**src/hw/hbs_pkg.sv**
```systemverilog
package hbs_pkg;
    // Six-level strap readings as presented by the analog sense front end.
    localparam logic [2:0] LVL_WEAK_PD = 3'h0;
    localparam logic [2:0] LVL_WEAK_PU = 3'h1;
    localparam logic [2:0] LVL_MED_PD = 3'h2;
    localparam logic [2:0] LVL_MED_PU = 3'h3;
    localparam logic [2:0] LVL_STRONG_PD = 3'h4;
    localparam logic [2:0] LVL_STRONG_PU = 3'h5;
    // Port counts selected by each level.
    localparam logic [2:0] CNT_0 = 3'h0;
    localparam logic [2:0] CNT_1 = 3'h1;
    localparam logic [2:0] CNT_2 = 3'h2;
    localparam logic [2:0] CNT_3 = 3'h3;
    localparam logic [2:0] CNT_4 = 3'h4;
    localparam logic [2:0] CNT_6 = 3'h6;
    // Interface-mode strap level that selects the target profile.
    localparam logic [2:0] PROFILE_TARGET_LVL = LVL_WEAK_PU;
    // Flash probe addresses and signature.
    localparam logic [15:0] SIG_ADDR = 16'hfffa;
    localparam logic [15:0] EXEC_ADDR = 16'h0000;
    localparam logic [31:0] SIG_WORD = 32'h32444655;
    // Configuration register offsets.
    localparam logic [7:0] REG_CFG_DONE = 8'hff;
    localparam logic [7:0] REG_GPIO_DIR = 8'h10;
    localparam logic [7:0] REG_GPIO_OUT = 8'h11;
    localparam logic [7:0] REG_GPIO_PEN = 8'h12;
    localparam logic [7:0] REG_GPIO_PSEL = 8'h13;
    localparam logic [7:0] REG_GPIO_IN = 8'h14;
    localparam logic [7:0] REG_STRAPS = 8'h15;
    localparam logic [7:0] REG_STAGE = 8'h16;
    // Boot stages.
    typedef enum logic [2:0] {
        HBS_STANDBY = 3'h0,
        HBS_PROBE = 3'h1,
        HBS_DEFLOAD = 3'h2,
        HBS_STRAP = 3'h3,
        HBS_HOSTCFG = 3'h4,
        HBS_MERGE = 3'h5,
        HBS_RUN = 3'h6
    } hbs_stage_e;
endpackage

```
**src/hw/hbs_sequencer.sv**
```systemverilog
`timescale 1ns/100ps
// Function
// Fixed-port strap level decodes to 0,1,2,3,4 or 6 non-removable ports.
// Charge-port strap level decodes the same way into charging ports.
// Each GPIO is input with optional pull, or output driving low or high.
// GPIO registers are writable at runtime from sideband or hub controller.
// Reset low holds standby: everything quiet, pins released, clock request off.
// Reset high runs the hub boot stages.
// Standby discards state, defaults all registers, disables downstream ports.
// After reset release: wait lock, default configuration, then probe flash. The code probes flash first and does the default load after it.
// Check flash signature at 0xFFFA; valid means execute external at 0x0000.
// Without SPI strap, skip flash and go to default load.
// Flash port supports single or dual data and clock modes 0 and 3.
// Attached flash holds at least 1 Mbit and runs at 60 MHz.
// Default load takes ROM defaults then overrides them with strap values.
// Strap stage latches straps; target profile with both pull-ups enters host config.
// Host configuration waits forever, with no timeout.
// A write to register 0xFF ends host configuration.
// Weak pull-up on interface-mode strap selects the sideband target profile.
// After host configuration the merge stage forms the final configuration.
// Each strap is a 3-bit code sampled once at boot and held.
module hbs_sequencer #(
    parameter int NGPIO = 8
) (
    input wire logic clk,
    input wire logic rst_n,
    input wire logic pll_locked,
    input wire logic spi_mode_strap,
    input wire logic [2:0] fixed_port_strap,
    input wire logic [2:0] charge_port_strap,
    input wire logic [2:0] smbus_target_profile,
    input wire logic sideband_data_pin,
    input wire logic sideband_clock_pin,
    input wire logic flash_dual,
    input wire logic flash_mode3,
    output logic flash_req,
    output logic [15:0] flash_addr,
    input wire logic flash_ack,
    input wire logic [31:0] flash_data,
    input wire logic reg_wr,
    input wire logic reg_rd,
    input wire logic [7:0] reg_addr,
    input wire logic [7:0] reg_wdata,
    input wire logic reg_from_usb,
    output logic [7:0] reg_rdata,
    output logic [2:0] stage,
    output logic ext_exec,
    output logic [15:0] exec_addr,
    output logic flash_dual_en,
    output logic flash_cpol,
    output logic [2:0] fixed_port_count,
    output logic [2:0] charge_port_count,
    output logic host_cfg_en,
    output logic cfg_done,
    output logic ports_en,
    output logic pll_run,
    input wire logic [NGPIO-1:0] gpio_in,
    output logic [NGPIO-1:0] gpio_out,
    output logic [NGPIO-1:0] gpio_oe,
    output logic [NGPIO-1:0] gpio_pull_en,
    output logic [NGPIO-1:0] gpio_pull_up
);

    ////////////////////////////////////////////////////////////////////////////
    // Level decode shared by both port-count straps.
    function automatic logic [2:0] lvl_to_cnt(input logic [2:0] lvl);
        logic [2:0] c;
        c = hbs_pkg::CNT_0;
        case (lvl)
            hbs_pkg::LVL_WEAK_PD: c = hbs_pkg::CNT_0;
            hbs_pkg::LVL_WEAK_PU: c = hbs_pkg::CNT_1;
            hbs_pkg::LVL_MED_PD: c = hbs_pkg::CNT_2;
            hbs_pkg::LVL_MED_PU: c = hbs_pkg::CNT_3;
            hbs_pkg::LVL_STRONG_PD: c = hbs_pkg::CNT_4;
            hbs_pkg::LVL_STRONG_PU: c = hbs_pkg::CNT_6;
            default: c = hbs_pkg::CNT_0;
        endcase
        return c;
    endfunction

    ////////////////////////////////////////////////////////////////////////////
    // Pin synchronisers: three stages, a change counts when stages two and three agree.
    localparam int NSYNC = NGPIO + 3;
    logic [NSYNC-1:0] s1_q, s2_q, s3_q, sv_q, sv_d, raw;
    assign raw = {pll_locked, sideband_clock_pin, sideband_data_pin, gpio_in};

    // Stable value updates only when the last two stages agree, filtering single glitches.
    always_comb begin
        sv_d = sv_q;
        for (int i = 0; i < NSYNC; i++) begin
            if (s2_q[i] == s3_q[i]) begin
                sv_d[i] = s3_q[i];
            end
        end
    end

    always_ff @(posedge clk or negedge rst_n) begin
        if (!rst_n) begin
            s1_q <= '0;
            s2_q <= '0;
            s3_q <= '0;
            sv_q <= '0;
        end else begin
            s1_q <= raw;
            s2_q <= s1_q;
            s3_q <= s2_q;
            sv_q <= sv_d;
        end
    end

    logic lock_s, sbc_s, sbd_s;
    logic [NGPIO-1:0] gin_s;
    assign lock_s = sv_q[NGPIO+2];
    assign sbc_s = sv_q[NGPIO+1];
    assign sbd_s = sv_q[NGPIO];
    assign gin_s = sv_q[NGPIO-1:0];

    ////////////////////////////////////////////////////////////////////////////
    // Boot stage sequencer and configuration state.
    hbs_pkg::hbs_stage_e st_q, st_d;
    logic freq_q, freq_d, ext_q, ext_d;
    logic [2:0] fcnt_q, fcnt_d, ccnt_q, ccnt_d, prof_q, prof_d;
    logic dual_q, dual_d, cpol_q, cpol_d, done_q, done_d, done_wr;
    logic run_q, hcfg_q, hcfg_d;
    logic [15:0] addr_q, addr_d;
    logic [NGPIO-1:0] pe_q, pe_d;
    logic [NGPIO-1:0] dir_q, dir_d, out_q, out_d, pen_q, pen_d, psel_q, psel_d;
    logic [7:0] rd_q, rd_d;

    // The trigger register is write-only and only meaningful during host config.
    assign done_wr = reg_wr && (reg_addr == hbs_pkg::REG_CFG_DONE);

    // Stages advance on synchronised pin state; straps are sampled in one stage only.
    always_comb begin
        st_d = st_q;
        freq_d = freq_q;
        ext_d = ext_q;
        fcnt_d = fcnt_q;
        ccnt_d = ccnt_q;
        prof_d = prof_q;
        dual_d = dual_q;
        cpol_d = cpol_q;
        done_d = done_q;
        case (st_q)
            hbs_pkg::HBS_STANDBY: st_d = hbs_pkg::HBS_PROBE;
            hbs_pkg::HBS_PROBE: begin
                if (lock_s) begin
                    if (!spi_mode_strap) begin
                        st_d = hbs_pkg::HBS_DEFLOAD;
                    end else if (!freq_q) begin
                        freq_d = 1'b1;
                        dual_d = flash_dual;
                        cpol_d = flash_mode3;
                    end else if (flash_ack) begin
                        freq_d = 1'b0;
                        ext_d = (flash_data == hbs_pkg::SIG_WORD);
                        st_d = hbs_pkg::HBS_DEFLOAD;
                    end
                end
            end
            hbs_pkg::HBS_DEFLOAD: begin
                // ROM defaults first, strap overrides replace them afterwards.
                fcnt_d = hbs_pkg::CNT_0;
                ccnt_d = hbs_pkg::CNT_0;
                st_d = hbs_pkg::HBS_STRAP;
            end
            hbs_pkg::HBS_STRAP: begin
                fcnt_d = lvl_to_cnt(fixed_port_strap);
                ccnt_d = lvl_to_cnt(charge_port_strap);
                prof_d = smbus_target_profile;
                if (smbus_target_profile == hbs_pkg::PROFILE_TARGET_LVL && sbd_s && sbc_s) begin
                    st_d = hbs_pkg::HBS_HOSTCFG;
                end else begin
                    st_d = hbs_pkg::HBS_MERGE;
                end
            end
            hbs_pkg::HBS_HOSTCFG: begin
                // No timeout: only the trigger write leaves this stage.
                if (done_wr) begin
                    st_d = hbs_pkg::HBS_MERGE;
                end
            end
            hbs_pkg::HBS_MERGE: begin
                done_d = 1'b1;
                st_d = hbs_pkg::HBS_RUN;
            end
            hbs_pkg::HBS_RUN: st_d = hbs_pkg::HBS_RUN;
            default: st_d = hbs_pkg::HBS_STANDBY;
        endcase
    end

    // GPIO registers accept writes from either path in host config or run; readback of state.
    always_comb begin
        dir_d = dir_q;
        out_d = out_q;
        pen_d = pen_q;
        psel_d = psel_q;
        rd_d = rd_q;
        if (reg_wr && (st_q == hbs_pkg::HBS_RUN || st_q == hbs_pkg::HBS_HOSTCFG)) begin
            case (reg_addr)
                hbs_pkg::REG_GPIO_DIR: dir_d = reg_wdata[NGPIO-1:0];
                hbs_pkg::REG_GPIO_OUT: out_d = reg_wdata[NGPIO-1:0];
                hbs_pkg::REG_GPIO_PEN: pen_d = reg_wdata[NGPIO-1:0];
                hbs_pkg::REG_GPIO_PSEL: psel_d = reg_wdata[NGPIO-1:0];
                default: ;
            endcase
        end
        if (reg_rd) begin
            case (reg_addr)
                hbs_pkg::REG_GPIO_DIR: rd_d = 8'(dir_q);
                hbs_pkg::REG_GPIO_OUT: rd_d = 8'(out_q);
                hbs_pkg::REG_GPIO_PEN: rd_d = 8'(pen_q);
                hbs_pkg::REG_GPIO_PSEL: rd_d = 8'(psel_q);
                hbs_pkg::REG_GPIO_IN: rd_d = 8'(gin_s);
                hbs_pkg::REG_STRAPS: rd_d = {2'h0, ccnt_q, fcnt_q};
                hbs_pkg::REG_STAGE: rd_d = {2'h0, prof_q, st_q};
                default: rd_d = 8'h00;
            endcase
        end
    end

    // Asynchronous reset puts every register at its default: this is standby.
    always_ff @(posedge clk or negedge rst_n) begin
        if (!rst_n) begin
            st_q <= hbs_pkg::HBS_STANDBY;
            freq_q <= 1'b0;
            ext_q <= 1'b0;
            fcnt_q <= hbs_pkg::CNT_0;
            ccnt_q <= hbs_pkg::CNT_0;
            prof_q <= hbs_pkg::LVL_WEAK_PD;
            dual_q <= 1'b0;
            cpol_q <= 1'b0;
            done_q <= 1'b0;
            dir_q <= '0;
            out_q <= '0;
            pen_q <= '0;
            psel_q <= '0;
            rd_q <= 8'h00;
            run_q <= 1'b0;
            hcfg_q <= 1'b0;
            addr_q <= hbs_pkg::EXEC_ADDR;
            pe_q <= '0;
        end else begin
            st_q <= st_d;
            freq_q <= freq_d;
            ext_q <= ext_d;
            fcnt_q <= fcnt_d;
            ccnt_q <= ccnt_d;
            prof_q <= prof_d;
            dual_q <= dual_d;
            cpol_q <= cpol_d;
            done_q <= done_d;
            dir_q <= dir_d;
            out_q <= out_d;
            pen_q <= pen_d;
            psel_q <= psel_d;
            rd_q <= rd_d;
            run_q <= 1'b1;
            hcfg_q <= hcfg_d;
            addr_q <= addr_d;
            pe_q <= pe_d;
        end
    end

    ////////////////////////////////////////////////////////////////////////////
    // Outputs load next-state values; pulls act on inputs only, never against a driver.
    assign pe_d = pen_d & ~dir_d;
    assign addr_d = freq_d ? hbs_pkg::SIG_ADDR : hbs_pkg::EXEC_ADDR;
    assign hcfg_d = (st_d == hbs_pkg::HBS_HOSTCFG);

    assign flash_req = freq_q;
    assign flash_addr = addr_q;
    assign reg_rdata = rd_q;
    assign stage = st_q;
    assign ext_exec = ext_q;
    assign exec_addr = hbs_pkg::EXEC_ADDR;
    assign flash_dual_en = dual_q;
    assign flash_cpol = cpol_q;
    assign fixed_port_count = fcnt_q;
    assign charge_port_count = ccnt_q;
    assign host_cfg_en = hcfg_q;
    assign cfg_done = done_q;
    assign ports_en = done_q;
    assign pll_run = run_q;
    assign gpio_out = out_q;
    assign gpio_oe = dir_q;
    assign gpio_pull_en = pe_q;
    assign gpio_pull_up = psel_q;
endmodule

```
**config.mk**
```make
export PLATFORM = sky130hd
export DESIGN_NAME = hbs_sequencer
export DESIGN_NICKNAME = d
export VERILOG_FILES = /design/src/hw/hbs_pkg.sv /design/src/hw/hbs_sequencer.sv
export SDC_FILE = /design/constraint.sdc
export NUM_CORES = 1
export LEC_CHECK = 0
export BUFFER_PORTS_ARGS = -buffer_cell sky130_fd_sc_hd__buf_2
export CAP_MARGIN = 15
export CORE_MARGIN = 2
export CORE_UTILIZATION = 30
export DETAILED_ROUTE_END_ITERATION = 10
export HOLD_SLACK_MARGIN = 0.1
export RECOVER_POWER = 25
export SLEW_MARGIN = 20
export SYNTH_ARGS = -nofsm -noshare
export SYNTH_HDL_FRONTEND = slang
export SYNTH_SLANG_ARGS = --single-unit
```
**constraint.sdc**
```tcl
create_clock -name clk -period 4.06 [get_ports clk]
set_input_delay 0.203 -clock clk [delete_from_list [all_inputs] [get_ports clk]]
set_output_delay 0.203 -clock clk [all_outputs]
set_load 0.02 [all_outputs]
```
==> results.json <==
{
  "yosys_warnings": 0,
  "floorplan.die_area_um2": 16850,
  "clk_pin_slew_ns": 0.08,
  "antenna_viol_nets_final": 0,
  "grt_pass1_wl_mm": 18.55,
  "postCtsSetupRepairBufs": 0,
  "critical_path_required_ns": 4.30,
  "dominantRegCellSynth": "dfrtp_1",
  "grtUsageMet1_pct": 18.67,
  "ys_types": 50,
  "run_status": "finished clean",
  "cts.repair.resized": 0,
  "post_synth_inst_count": 367,
  "ctsRootBufferMaster": "clkbuf_16",
  "synth_top_area_share_pct": 58.50,
  "grt_pass1_vias": 3407,
  "synth_xor_area_share_pct": 0.1845,
  "final_util_pct": 38.82,
  "cts.sinks": 111,
  "synthTopCellsByArea": "dfrtp_1, mux2_2, buf_4, maj3_1, nand2_1",
  "setup-violations-final": 0,
  "regToRegSetupSlack_ns": 1.63,
  "clock_power_share_pct": 39.0,
  "groute.usage.overall_pct": 14.65,
  "final-max-slew-violation-count": 0,
  "fraction_of_synthesis_flops_using_an_asynchronous_set_or_reset_pin_pct": 100.0,
  "die_height_um": 129.8,
  "fp.dieW_um": 129.8,
  "critical_path_class": "flop to flop",
  "finalClockSkew_ns": 0.006081,
  "crit_arrival_ns": 2.68,
  "grt_antenna_before_repair": 0,
  "largest_net_degree_at_the_start_of_global_routing": 56,
  "synthMuxAreaShare_pct": 11.99,
  "dr.pass1.iters": 4,
  "synth_top_family_by_area": "simple AND/OR/NAND/NOR gates",
  "max-vdd-ir-drop_mv": 0.2107,
  "reg2reg_depth": 4,
  "clock_latency_ns": 0.36,
  "timing.final.crit_share_pct": 59.96,
  "port_buffers": 146,
  "power_frac_seq_pct": 50.9,
  "achievable-frequency_mhz": 410.8,
  "min_path_type": "input port to flop",
  "maxCapViolCount": 0,
  "yosys.area_share.simple_pct": 11.99,
  "final.setup.tns_ns": 0,
  "floorplan.initialDensity_pct": 31.00,
  "antenna_diode_count": 0,
  "grt.overflow.total": 0,
  "gr-usage-met3_pct": 4.305,
  "gp_congestion": 0.7553,
  "routed_wire_per_std_cell_um": 16.16,
  "worstMarginPinSlew_ns": 0.8994,
  "route.vias.total": 3342,
  "detail_route.drc_violations": 0,
  "critical_path.reg2reg.endpoint": "gpio_pull_up[5]",
  "power.density_nw_per_um2": 392.7,
  "fp-row-count": 45,
  "post_route_cells_drive_above_1_share_pct": 38.49,
  "rsz0062_at_grt": "no",
  "crit_fanout": 14,
  "switching_share_pct": 25.39,
  "critPathCapture": "gpio_pull_up[5]",
  "dp.cells": 698,
  "synth.cell_area_um2": 4748,
  "total_chip_power_mw": 2.334,
  "fraction_of_the_mapped_netlist_area_in_compound_gates_pct": 6.298,
  "clock_tree.htree_level_count": 3,
  "tritoncts.num_buffers": 9,
  "ctsLongestPathBuffers": 2,
  "worstSetupStartpointType": "flop",
  "regToRegStartpoint": "stage[0]",
  "synthDominantAreaCellType": "dfrtp_1",
  "switchingPower_mw": 0.5926,
  "synth-adder-area-share_pct": 3.373,
  "final_hold_viol_count": 0,
  "drt_wl_total_mm": 11.77,
  "area_growth_pct": 25.19,
  "initialDrtViolationCount": 120,
  "dp_hpwl_mm": 8.600,
  "via_density": 4.591,
  "hold-worst-slack_ns": 0.1174,
  "layoutNonFillerInstCount": 728,
  "slew_hr_pct": 39.72,
  "core-area_um2": 15310,
  "worst_setup_path_startpoint": "stage[0]",
  "finalWorstPathRequiredPeriod_ns": 2.434,
  "edff_count_synth": 0,
  "finish.net_count": 593,
  "grt_most_used_layer": "met2",
  "pin_count": 166,
  "p_leak_nw": 2.920,
  "internal-power_mw": 1.741,
  "setup.worst_path.end_class": "flop",
  "cts_tree": "done",
  "combPwrFrac_pct": 10.1,
  "global_route.usage.met2_pct": 23.96,
  "ys_seq_area_share_pct": 58.50,
  "ys_ff_latch": 111,
  "synth.avg_cell_area_um2": 12.94
}
==> cell usage after synthesis, types with 6 or more instances <==
cell type and instances:
o22ai_1 7, nand2_1 25, mux2_2 42, nor2b_1 12, nand3_1 7, dfrtp_1 111, nand4b_1 6, buf_4 33
buf_2 6, a21oi_1 6, inv_1 15, maj3_1 11
==> final cells by class <==
class                      instances  area [µm²]
tap                              211       264.0
timing repair buffer             162       865.8
fill                            1523        9370
sequential                       111        2778
clock buffer                       9       225.2
inverter                          15       56.30
clock inverter                     7       77.57
multi-input combinational        213        1678
==> cell usage in the layout (no fill, tap or decap), drive strengths merged, types with 3 or more instances in the layout <==
cell	n
ha	4
inv	18
nand2b	5
a221oi	4
nor4b	6
a31oi	4
dfrtp	111
nand4	4
conb	19
nand4b	6
nand3b	3
o221ai	5
nor2	5
nand2	25
mux2	43
clkinv	3
dlygate4sd3	14
o22ai	7
clkbuf	25
nor3b	3
mux2i	4
buf	132
nand3	7
maj3	11
o21ai	4
a21oi	6
nor4bb	5
nor2b	12
==> flip-flops by register name, indices dropped and copies added, names as in the netlist, 3 cells and up <==
signal / count
s3_q: 11
gpio_pull_en: 8
prof_q: 3
pen_q: 8
sv_q: 11
stage: 3
gpio_pull_up: 8
fixed_port_count: 3
gpio_oe: 8
s2_q: 11
s1_q: 11
reg_rdata: 8
gpio_out: 8
charge_port_count: 3
==> worst max-delay path, stage by stage, from the launching register on <==
cell and delay, ns:
dfrtp_1 0.58, nor4b_4 0.40, nand2_1 0.17, nor3_2 0.75
mux2_2 0.42
==> per-stage QoR <==
step                setup WS, ns  instance area [µm²]
detailed placement         1.637                 5524
CTS                        1.632                 5967
finish                     1.626                 5944
global placement           1.612                 5524
floorplan                  2.131                 4812
global route               1.518                 5944
==> kinds of logic (layout without fill, tap and decap cells) <==
group / count (synthesis) / in the layout
AO/OA/AOI/OAI: 41 / 41
adder cells (fa/ha/maj): 15 / 15
AND/OR/NAND/NOR: 88 / 88
multiplexers: 49 / 49
buffers and inverters: 60 / 193
XOR/XNOR: 1 / 1
other: 2 / 19
flip-flops: 111 / 111
==> power by group through the flow <==
stage               registers (mW)  clock network, mW  logic (mW)
finish                        1.19              0.910       0.236
global route                  1.20              0.984       0.261
CTS                           1.19              0.941       0.241
detailed placement            1.21                  0       0.230
global placement              1.21                  0       0.223
floorplan                     1.23                  0       0.111
==> worst min-delay path by stage <==
stage / slack, ns / cells after the start / endpoint / start
floorplan: -0.09 / 0 / cfg_done / rst_n
global placement: -0.003 / 1 / pll_run / rst_n
CTS: 0.10 / 2 / gpio_pull_up[1] / reg_wdata[1]
finish: 0.12 / 2 / gpio_pull_up[1] / reg_wdata[1]
detailed placement: 0.00002 / 1 / pll_run / rst_n
global route: 0.11 / 2 / prof_q[2] / smbus_target_profile[2]
==> routing by layer <==
layer | wire length (µm) | up-vias | share of wire (%)
met3 | 723 | 15 | 6.1
met5 | 0 | - | 0
li1 | - | 1557 | -
met4 | 181 | 0 | 1.5
met1 | 5247 | 1650 | 45
met2 | 5616 | 120 | 48
==> timing repair <==
item                       4_1_cts  5_1_grt
hold buffers                    14        0
setup endpoints to repair        0        0
hold endpoints to repair       124        0
Power figures use the tool's default switching activity.
